## src/shared/portc_pad_pkg.sv

```systemverilog
package portc_pad_pkg;
  localparam int          PIN_COUNT      = 3;
  localparam int          PIN_RX         = 0;
  localparam int          PIN_TX         = 1;
  localparam int          PIN_TIMER      = 2;
  localparam logic [7:0]  ADDR_FUNC_SEL  = 8'h00;
  localparam logic [7:0]  ADDR_PIN6_SERIAL = 8'h04;
  localparam logic [7:0]  ADDR_DIRECTION = 8'h08;
  localparam logic [7:0]  ADDR_DATA_OUT  = 8'h0C;
  localparam logic [7:0]  ADDR_PULLUP    = 8'h10;
  localparam logic [7:0]  ADDR_OPEN_DRAIN = 8'h14;
  localparam logic [7:0]  ADDR_PAD_IN    = 8'h18;
  localparam logic [7:0]  ADDR_PAD_STATE = 8'h1C;
  localparam logic [2:0]  RST_FUNC_SEL   = 3'h7;
  localparam logic        RST_PIN6_SERIAL = 1'h0;
  localparam logic [2:0]  RST_DIRECTION  = 3'h0;
  localparam logic [2:0]  RST_DATA_OUT   = 3'h0;
  localparam logic [2:0]  RST_PULLUP     = 3'h7;
  localparam logic [2:0]  RST_OPEN_DRAIN = 3'h0;
  localparam logic [2:0]  RST_PAD_IN     = 3'h7;
endpackage

```

## src/design/pad_drive_cell.sv

```systemverilog
`timescale 1ns/1ps
module pad_drive_cell
(
  input  wire logic drive_en,
  input  wire logic drive_val,
  input  wire logic open_drain,
  input  wire logic pullup_en,
  output logic      pad_out,
  output logic      pad_oe,
  output logic      pad_pullup
);
  always_comb
  begin
    pad_out    = drive_val;
    pad_oe     = drive_en;
    pad_pullup = pullup_en;
    if (drive_en && open_drain)
    begin
      // Open drain only ever pulls low; high is left to the pull-up
      pad_out    = 1'b0;
      pad_oe     = ~drive_val;
      pad_pullup = drive_val & pullup_en;
    end
    else if (drive_en)
    begin
      // Pull-up against a push-pull driver only wastes current
      pad_pullup = 1'b0;
    end
  end
endmodule

```

## src/design/portc_pad_mux_pullup.sv

```systemverilog
// Register access over APB and the register addresses were left to the implementer.
`timescale 1ns/1ps
// Function
// - Full variant: receive pad leaves reset selected to network-bus receive.
// - Full variant: transmit pad leaves reset selected to network-bus transmit.
// - Both variants: bit 6 pad leaves reset selected to timer C channel 0.
// - Each GPIO pin direction is set independently of the others.
// - Receive pad has a pull-up, kept on during reset.
// - Transmit pad is open drain with pull-up on at reset.
// - Open drain driving low turns its pull-up off.
// - Open drain outputting high turns pull-up on unless its enable bit is clear.
// - Push-pull output keeps the pull-up off at both levels.
module portc_pad_mux_pullup
#(
  parameter bit FULL_VARIANT = 1'b1
)
(
  input  wire logic        clk,
  input  wire logic        rstn,
  input  wire logic        psel,
  input  wire logic        penable,
  input  wire logic        pwrite,
  input  wire logic [7:0]  paddr,
  input  wire logic [31:0] pwdata,
  output logic [31:0]      prdata,
  output logic             pready,
  output logic             pslverr,
  input  wire logic        network_tx_data,
  output logic             network_rx_data,
  input  wire logic        timer_c_channel_zero_out,
  input  wire logic        timer_c_channel_zero_oe,
  output logic             timer_c_channel_zero_in,
  input  wire logic        serial0_transmit_out,
  input  wire logic [2:0]  pad_in,
  output logic [2:0]       pad_out,
  output logic [2:0]       pad_oe,
  output logic [2:0]       pad_pullup
);
  typedef struct packed {
    logic [2:0]  func_sel;
    logic        pin6_serial;
    logic [2:0]  direction;
    logic [2:0]  data_out;
    logic [2:0]  pullup_enable_register;
    logic [2:0]  open_drain;
    logic [2:0]  sync_first;
    logic [2:0]  sync_second;
    logic [2:0]  drive_q;
    logic [2:0]  od_q;
    logic [2:0]  pad_out;
    logic [2:0]  pad_oe;
    logic [2:0]  pad_pullup;
    logic        rx_data;
    logic        timer_in;
    logic [31:0] prdata;
    logic        pready;
    logic        pslverr;
  } state_type;

  state_type  st;
  state_type  next_st;
  logic [2:0] drive_en;
  logic [2:0] drive_val;
  logic [2:0] drive_od;
  logic [2:0] cell_out;
  logic [2:0] cell_oe;
  logic [2:0] cell_pullup;

  function automatic logic addr_known(input logic [7:0] a);
    addr_known = (a == portc_pad_pkg::ADDR_FUNC_SEL) || (a == portc_pad_pkg::ADDR_PIN6_SERIAL)
      || (a == portc_pad_pkg::ADDR_DIRECTION) || (a == portc_pad_pkg::ADDR_DATA_OUT)
      || (a == portc_pad_pkg::ADDR_PULLUP) || (a == portc_pad_pkg::ADDR_OPEN_DRAIN)
      || (a == portc_pad_pkg::ADDR_PAD_IN) || (a == portc_pad_pkg::ADDR_PAD_STATE);
  endfunction

  // Pad ownership: peripheral when selected, GPIO registers otherwise
  always_comb
  begin
    drive_en  = st.direction;
    drive_val = st.data_out;
    drive_od  = st.open_drain;
    if (st.func_sel[portc_pad_pkg::PIN_RX])
    begin
      drive_en[portc_pad_pkg::PIN_RX]  = 1'b0;
      drive_val[portc_pad_pkg::PIN_RX] = 1'b0;
      drive_od[portc_pad_pkg::PIN_RX]  = 1'b0;
    end
    if (st.func_sel[portc_pad_pkg::PIN_TX])
    begin
      // Reduced variant has no network-bus unit: pad floats until reprogrammed
      drive_en[portc_pad_pkg::PIN_TX]  = FULL_VARIANT;
      drive_val[portc_pad_pkg::PIN_TX] = network_tx_data;
      drive_od[portc_pad_pkg::PIN_TX]  = 1'b1;
    end
    if (st.func_sel[portc_pad_pkg::PIN_TIMER])
    begin
      drive_od[portc_pad_pkg::PIN_TIMER] = 1'b0;
      if (st.pin6_serial)
      begin
        drive_en[portc_pad_pkg::PIN_TIMER]  = 1'b1;
        drive_val[portc_pad_pkg::PIN_TIMER] = serial0_transmit_out;
      end
      else
      begin
        drive_en[portc_pad_pkg::PIN_TIMER]  = timer_c_channel_zero_oe;
        drive_val[portc_pad_pkg::PIN_TIMER] = timer_c_channel_zero_out;
      end
    end
  end

  for (genvar k = 0; k < portc_pad_pkg::PIN_COUNT; k++)
  begin : g_cell
    pad_drive_cell u_cell
    (
      .drive_en   (drive_en[k]),
      .drive_val  (drive_val[k]),
      .open_drain (drive_od[k]),
      .pullup_en  (st.pullup_enable_register[k]),
      .pad_out    (cell_out[k]),
      .pad_oe     (cell_oe[k]),
      .pad_pullup (cell_pullup[k])
    );
  end

  always_comb
  begin
    next_st             = st;
    next_st.sync_first  = pad_in;
    next_st.sync_second = st.sync_first;
    next_st.drive_q     = drive_en;
    next_st.od_q        = drive_od;
    next_st.pad_out     = cell_out;
    next_st.pad_oe      = cell_oe;
    next_st.pad_pullup  = cell_pullup;
    next_st.rx_data     = FULL_VARIANT ? st.sync_second[portc_pad_pkg::PIN_RX] : 1'b1;
    next_st.timer_in    = st.sync_second[portc_pad_pkg::PIN_TIMER];
    // One wait state: data and pready come together on the second access cycle
    next_st.pready      = psel && penable && !st.pready;
    next_st.pslverr     = 1'b0;
    if (psel && penable && !st.pready)
    begin
      next_st.pslverr = !addr_known(paddr);
      next_st.prdata  = 32'h0000_0000;
      if (!pwrite)
      begin
        case (paddr)
          portc_pad_pkg::ADDR_FUNC_SEL:    next_st.prdata[2:0] = st.func_sel;
          portc_pad_pkg::ADDR_PIN6_SERIAL: next_st.prdata[0]   = st.pin6_serial;
          portc_pad_pkg::ADDR_DIRECTION:   next_st.prdata[2:0] = st.direction;
          portc_pad_pkg::ADDR_DATA_OUT:    next_st.prdata[2:0] = st.data_out;
          portc_pad_pkg::ADDR_PULLUP:      next_st.prdata[2:0] = st.pullup_enable_register;
          portc_pad_pkg::ADDR_OPEN_DRAIN:  next_st.prdata[2:0] = st.open_drain;
          portc_pad_pkg::ADDR_PAD_IN:      next_st.prdata[2:0] = st.sync_second;
          portc_pad_pkg::ADDR_PAD_STATE:   next_st.prdata[2:0] = st.pad_oe;
          default:                         next_st.prdata      = 32'h0000_0000;
        endcase
      end
    end
    if (psel && penable && st.pready && pwrite)
    begin
      case (paddr)
        portc_pad_pkg::ADDR_FUNC_SEL:    next_st.func_sel = pwdata[2:0];
        portc_pad_pkg::ADDR_PIN6_SERIAL: next_st.pin6_serial = pwdata[0];
        portc_pad_pkg::ADDR_DIRECTION:   next_st.direction = pwdata[2:0];
        portc_pad_pkg::ADDR_DATA_OUT:    next_st.data_out = pwdata[2:0];
        portc_pad_pkg::ADDR_PULLUP:      next_st.pullup_enable_register = pwdata[2:0];
        portc_pad_pkg::ADDR_OPEN_DRAIN:  next_st.open_drain = pwdata[2:0];
        default:                         next_st.open_drain = st.open_drain;
      endcase
    end
    if (!rstn)
    begin
      next_st = '0;
      next_st.func_sel    = portc_pad_pkg::RST_FUNC_SEL;
      next_st.pin6_serial = portc_pad_pkg::RST_PIN6_SERIAL;
      next_st.direction   = portc_pad_pkg::RST_DIRECTION;
      next_st.data_out    = portc_pad_pkg::RST_DATA_OUT;
      next_st.open_drain  = portc_pad_pkg::RST_OPEN_DRAIN;
      next_st.pullup_enable_register = portc_pad_pkg::RST_PULLUP;
      // Pads float with pull-ups on while reset is held
      next_st.pad_pullup  = portc_pad_pkg::RST_PULLUP;
      next_st.sync_first  = portc_pad_pkg::RST_PAD_IN;
      next_st.sync_second = portc_pad_pkg::RST_PAD_IN;
      next_st.rx_data     = 1'b1;
    end
  end

  always_ff @(posedge clk)
  begin
    st <= next_st;
  end

  assign prdata                  = st.prdata;
  assign pready                  = st.pready;
  assign pslverr                 = st.pslverr;
  assign network_rx_data         = st.rx_data;
  assign timer_c_channel_zero_in = st.timer_in;
  assign pad_out                 = st.pad_out;
  assign pad_oe                  = st.pad_oe;
  assign pad_pullup              = st.pad_pullup;
endmodule

```

## config.mk

```make
export PLATFORM = sky130hd
export DESIGN_NAME = portc_pad_mux_pullup
export DESIGN_NICKNAME = d
export VERILOG_FILES = /design/src/shared/portc_pad_pkg.sv /design/src/design/pad_drive_cell.sv /design/src/design/portc_pad_mux_pullup.sv
export SDC_FILE = /design/constraint.sdc
export NUM_CORES = 1
export LEC_CHECK = 0
export ABC_AREA = 1
export BUFFER_PORTS_ARGS = -buffer_cell sky130_fd_sc_hd__clkbuf_2
export CORE_AREA = 4 4 72 74
export CTS_BUF_LIST = sky130_fd_sc_hd__clkbuf_16
export CTS_CLUSTER_DIAMETER = 30
export DETAILED_ROUTE_END_ITERATION = 6
export DIE_AREA = 0 0 76 78
export GPL_ROUTABILITY_DRIVEN = 0
export HOLD_SLACK_MARGIN = 0.12
export PLACE_DENSITY = 0.77
export SLEW_MARGIN = 10
export SYNTH_ARGS = -nofsm -noshare
export SYNTH_HDL_FRONTEND = slang
export SYNTH_SLANG_ARGS = --single-unit
```

## constraint.sdc

```tcl
create_clock -name clk -period 1.5 [get_ports clk]
set_input_delay 0.225 -clock clk [delete_from_list [all_inputs] [get_ports clk]]
set_output_delay 0.225 -clock clk [all_outputs]
set_load 0.03 [all_outputs]
```

==> summary.md, run 1 <==
| Metric | Value |
|---|---|
| Final min period | 1380 ps |
| Yosys reg bits | 38 |
| YS warnings | 0 |
| Number of max-cap violations | 0 |
| Hold path depth | 2 |
| Port-buffer cells | 38 |
| Cts bufs inserted | 5 |
| Clock Skews | 3.47 ps |
| Vias in the first global route | 1581 |
| Sequential share of the synthesized area | 37.8% |
| Leak Pwr | 0.00108 uW |
| Share of layout cells above drive strength 1 | 24.7% |
| Status | complete, no violations |
| Sequential Power Share | 45.8% |
| CP endpoint kind | flop |
| WS Path Type | flop to flop |
| Vias per cell | 4.72 |
| # setup viols final | 0 |
| Post-Syn Instances | 276 |
| Die area | 0.00593 sq mm |
| GRT Total Usage | 14.7% |
| Combinational Power Share | 11.5% |
| DRT iter0 DRCs | 128 |
| Commonest non-fill, non-tap cells in the layout | nand2_1, clkbuf_2, dfxtp_1 |
| Reg clk slew, reported paths | 50 ps |
| CP max FO | 5 |
| Residual DRC | 0 |
| Worst reg2reg startpoint | pready$_SDFF_PN0_ |
| Worst setup SP type | flop |
| Die width | 76 um |
| Synth Area per Inst | 7.29 sq um |
| Worst reg2reg path depth | 7 |
| Starting density of the core | 43.8% |
| Critical Path Slowest Stage Cell | dfxtp_1 |
| Unrepaired setup endpoints after global routing | yes |
| TritonCTS clock tree | yes |
| Nets | 360 |
| Core Util, Final | 48.1% |
| HP Class | primary input to flop |
| R2R Path End | st[68]$_SDFFE_PN0P_ |
| Antenna violations before repair | 0 |
| First-pass GRT wire length | 7110 um |
| WHS Endpoint | st[56]$_SDFF_PN1_ |
| Total iterations of the first detailed-routing run | 4 |
| Die height | 78 um |
| Clk Latency, worst-skew pair | 280 ps |
| DRT antenna net count | 0 |
| Fin. Hold Viols | 0 |
| H-tree Lvls | 2 |
| Syn-to-layout area delta | 9.95% |
| Clock network power share | 42.8% |
| Hold Crit Start | pad_in[2] |
| Placed inst area | 0.00207 sq mm |
| Crit path cell chain | inv_1, nor3_2, inv_2, nor2_2, inv_1, o21ai_0, a21oi_1 |
| Post-Synthesis Cell Area | 0.00201 sq mm |
| Vias | 1708 |
| Worst Path Required | 1660 ps |
| Fmax | 0.727 GHz |
| Largest net degree at the start of global routing | 24 |
| Max IR drop VDD | 0.508 mV |
| NetSw | 581 uW |
| Worst path bufs/invs | 3 |
| CP most frequent cell | inv_1 |
| Slowest Stage Delay on Critical Path | 340 ps |
| Final Max Slew Viols | 0 |
| Crit path DAT | 1540 ps |
| Antenna diode count | 0 |
| Pint | 1680 uW |
| Row count | 25 |
| Period utilization | 91.7% |
| Power per cell area | 1020 mW/mm^2 |
| Family with the most delay on the worst path | simple AND/OR/NAND/NOR gates |
| Top Ports | 97 |
| Cell area after layout | 0.00221 sq mm |
| Post-Route WL | 4090 um |
| Core area | 0.00460 sq mm |
| Post-CTS resize count | 0 |
| Hpwl dp | 3180 um |
| Levels on crit path | 7 |
| Setup bufs post-CTS | 0 |
| Clock root cell | clkbuf_16 |
| Buffer depth of the longest clock path | 2 |
| Sw frac | 25.6% |
| Hold-fix buffers, CTS | 0 |
| Post-DR wirelength/cell | 11.3 um |
| Worst reg-to-reg setup slack | 120 ps |
| Clock Sinks | 38 |
| Filler cells | 471 |
| Total global routing overflow | 0 |
| Synth cell types | 25 |
| Most common cell after layout, fill and taps aside | nand2_1 |
[power groups by stage]
stage	combinational (uW)	sequential (uW)	clock, uW
after floorplan	251	1070	0
after CTS	260	1040	997
after detailed placement	259	1060	0
final	260	1040	968
after global placement	254	1060	0
after global routing	284	1040	1040
[layer usage]
metal / GRT usage [%] / part of all wire [%]
met1: 17.8 / 43
met2: 24.1 / 48
met3: 5.22 / 8.0
met4: 5.34 / 1.4
met5: 0 / 0
[state kept, by name, summed over array words and instances (netlist names)]
signal / flops
timer_c_channel_zero_in: 1
prdata: 3
pready: 1
network_rx_data: 1
pslverr: 1
pad_pullup: 3
pad_oe: 3
pad_out: 3
st: 22
[cell families after synthesis]
logic type / share of synthesized area, %
AOI/OAI and AO/OA: 11.6
buffers and inverters: 22.2
DFF: 37.8
muxes: 0.498
other: 0.186
and+or+nand+nor: 27.7
[worst reg2reg max path, cell delays in order, from the launching register on]
cell	delay [ps]
dfxtp_1	340
inv_1	50
nor3_2	310
inv_2	130
nor2_2	140
inv_1	80
o21ai_0	160
a21oi_1	50
[worst max-delay path by stage]
stage / end / slack (ps) / startpoint
floorplan: st[68]$_SDFFE_PN0P_ / 90 / pready$_SDFF_PN0_
CTS: st[64]$_SDFFE_PN0P_ / 70 / pready$_SDFF_PN0_
detailed placement: st[68]$_SDFFE_PN0P_ / 40 / paddr[1]
global placement: prdata[2]$_SDFFE_PN0P_ / 100 / paddr[6]
global route: st[59]$_SDFFE_PN0P_ / -10 / pready$_SDFF_PN0_
finish: st[68]$_SDFFE_PN0P_ / 120 / pready$_SDFF_PN0_
[per-stage QoR]
stage	total power, uW	hold WS, ps	setup slack (ps)	setup TNS, ps	std cells
after floorplan	1320	332	85.3	0	304
after global placement	1310	395	103	0	355
after detailed placement	1320	400	42.3	0	355
after CTS	2290	130	66.4	0	362
after global routing	2360	129	-9.54	-9.54	362
final	2260	134	124	0	362
[cells in the mapped netlist (all sizes together)]
cell type | number | area [sq um]
a21oi | 14 | 81.3
inv | 31 | 116
buf | 42 | 319
nor2 | 39 | 189
nand4 | 1 | 6.26
nand2 | 48 | 188
nand3 | 22 | 110
o21ai | 17 | 85.1
a2111oi | 1 | 8.76
o211ai | 7 | 52.6
o22ai | 1 | 6.26
or2 | 7 | 43.8
clkbuf | 3 | 11.3
dfxtp | 38 | 761
nor3 | 3 | 20.0
conb | 1 | 3.75
mux2i | 1 | 10.0
[layout make-up]
cell class                 instances  area (sq um)  share of cell area, %
clock buffer                       5           125                   5.66
clock inverter                     2          10.0                  0.452
inverter                          31           116                   5.26
multi-input combinational        190           912                   41.2
sequential                        38           761                   34.4
tap                               54          67.6                   3.05
timing repair buffer              42           220                   9.95
(Power assumes the default switching activity.)
==> run 2: changes to the inputs <==
--- a/config.mk
+++ b/config.mk
@@ -7,13 +7,14 @@
 export LEC_CHECK = 0
 export ABC_AREA = 1
 export BUFFER_PORTS_ARGS = -buffer_cell sky130_fd_sc_hd__clkbuf_2
-export CORE_AREA = 4 4 72 74
+export CORE_AREA = 5 5 73 75
 export CTS_BUF_LIST = sky130_fd_sc_hd__clkbuf_16
 export CTS_CLUSTER_DIAMETER = 30
 export DETAILED_ROUTE_END_ITERATION = 6
-export DIE_AREA = 0 0 76 78
+export DIE_AREA = 0 0 78 80
 export GPL_ROUTABILITY_DRIVEN = 0
 export HOLD_SLACK_MARGIN = 0.12
+export MAX_ROUTING_LAYER = met4
 export PLACE_DENSITY = 0.77
 export SLEW_MARGIN = 10
 export SYNTH_ARGS = -nofsm -noshare
==> summary.md, run 2 (synthesis results as in run 1) <==
| Metric | Value |
|---|---|
| Antenna violations before repair | 0 |
| Pint | 1680 uW |
| Power per cell area | 1030 mW/mm^2 |
| Reg clk slew, reported paths | 60 ps |
| NetSw | 596 uW |
| Worst reg-to-reg setup slack | 150 ps |
| Worst path bufs/invs | 3 |
| Hold path depth | 2 |
| Sw frac | 26.1% |
| Final min period | 1350 ps |
| Antenna diode count | 0 |
| Post-Route WL | 4330 um |
| Clock root cell | clkbuf_16 |
| Status | complete, no violations |
| Starting density of the core | 43.8% |
| Reg with most FFs | st |
| Final Max Slew Viols | 0 |
| DRT iter0 DRCs | 128 |
| Vias | 1683 |
| CP most frequent cell | inv_1 |
| Clock Skews | 2.63 ps |
| Largest net degree at the start of global routing | 24 |
| Vias in the first global route | 1587 |
| Worst slack at placement | 69.2 ps |
| Most common cell after layout, fill and taps aside | nand2_1 |
| GRT Total Usage | 14.9% |
| HP Class | primary input to flop |
| Worst reg2reg startpoint | pready$_SDFF_PN0_ |
| Crit path cell chain | inv_1, nor3_4, inv_2, nor2_2, inv_1, o21ai_0, a21oi_1 |
| Clock Sinks | 38 |
| Die width | 78 um |
| Cell area after layout | 0.00222 sq mm |
| Unrepaired setup endpoints after global routing | no |
| Worst setup SP type | flop |
| TritonCTS clock tree | yes |
| Fmax | 0.739 GHz |
| Sequential Power Share | 45.5% |
| # setup viols final | 0 |
| Worst reg2reg path depth | 7 |
| Crit path DAT | 1520 ps |
| Placed inst area | 0.00207 sq mm |
| Vias per cell | 4.65 |
| Cts bufs inserted | 5 |
| Hold Crit Start | pad_in[0] |
| Critical Path Slowest Stage Cell | dfxtp_1 |
| Total iterations of the first detailed-routing run | 4 |
| Max IR drop VDD | 0.433 mV |
| Commonest non-fill, non-tap cells in the layout | nand2_1, clkbuf_2, dfxtp_1 |
| Total power | 2280 uW |
| Clk Latency, worst-skew pair | 280 ps |
| DRT antenna net count | 0 |
| Total global routing overflow | 0 |
| Core area | 0.00460 sq mm |
| Die height | 80 um |
| Family with the most delay on the worst path | simple AND/OR/NAND/NOR gates |
| Number of max-cap violations | 0 |
| Leak Pwr | 0.00109 uW |
| WS Path Type | flop to flop |
| Worst Path Required | 1670 ps |
| Nets | 360 |
| Combinational Power Share | 11.5% |
| First-pass GRT wire length | 7240 um |
| Residual DRC | 0 |
| Clock network power share | 43.1% |
| R2R Path End | st[68]$_SDFFE_PN0P_ |
| Port-buffer cells | 38 |
| Row count | 25 |
| Final WS setup | 147 ps |
| CP max FO | 5 |
| Period utilization | 90.2% |
| Buffer depth of the longest clock path | 2 |
| TNS Setup | 0 ps |
| Syn-to-layout area delta | 10.5% |
| Flip-flop count of the largest register after layout | 22 |
| Fin. Hold Viols | 0 |
| H-tree Lvls | 2 |
| Slowest Stage Delay on Critical Path | 350 ps |
| Post-DR wirelength/cell | 12.0 um |
| CP endpoint kind | flop |
| Top Ports | 97 |
| Hpwl dp | 3310 um |
| Die area | 0.00624 sq mm |
| WHS Endpoint | st[54]$_SDFF_PN1_ |
| Share of layout cells above drive strength 1 | 25.0% |
run 2: power by group through the flow:
stage | logic [uW] | clock network, uW | registers, uW
finish | 261 | 982 | 1040
global route | 284 | 1060 | 1040
CTS | 259 | 997 | 1040
detailed placement | 258 | 0 | 1060
global placement | 254 | 0 | 1060
floorplan | 251 | 0 | 1070
run 2: timing repair:
item	4_1_cts	5_1_grt
buffers inserted	0	0
gates resized for setup	0	3
endpoints found under the setup margin	0	5
hold buffers	0	0
run 2: worst max path at each step:
stage                       from                     end  cells past startpoint
2_1_floorplan  pready$_SDFF_PN0_     st[68]$_SDFFE_PN0P_                      7
3_3_place_gp            paddr[6]  prdata[2]$_SDFFE_PN0P_                     10
3_5_place_dp            paddr[1]     st[68]$_SDFFE_PN0P_                      9
4_1_cts        pready$_SDFF_PN0_     st[64]$_SDFFE_PN0P_                      7
5_1_grt        pready$_SDFF_PN0_     st[68]$_SDFFE_PN0P_                      7
6_report       pready$_SDFF_PN0_     st[68]$_SDFFE_PN0P_                      7
run 2: layout make-up:
class	count	area [sq um]
Timing Repair Buffer	42	220
Tap cell	54	67.6
Clock buffer	5	125
Fill cell	485	2370
Clock inverter	2	10.0
Multi-Input combinational cell	190	923
Inverter	31	116
Sequential cell	38	761
run 2: per-layer routing:
layer	share of wire (%)	vias to the layer above	track usage, %
met4	1.2	0	5.24
met1	41	754	17.6
met2	51	53	24.4
met3	6.5	7	4.18
met5	0	-	-
li1	-	869	-
run 2: per-stage QoR:
step	hold slack, ps	instances	util [%]
2_1_floorplan	332	304	-
3_3_place_gp	395	355	45.1
3_5_place_dp	402	355	45.1
4_1_cts	130	362	48.1
5_1_grt	134	362	48.4
6_report	130	362	48.4
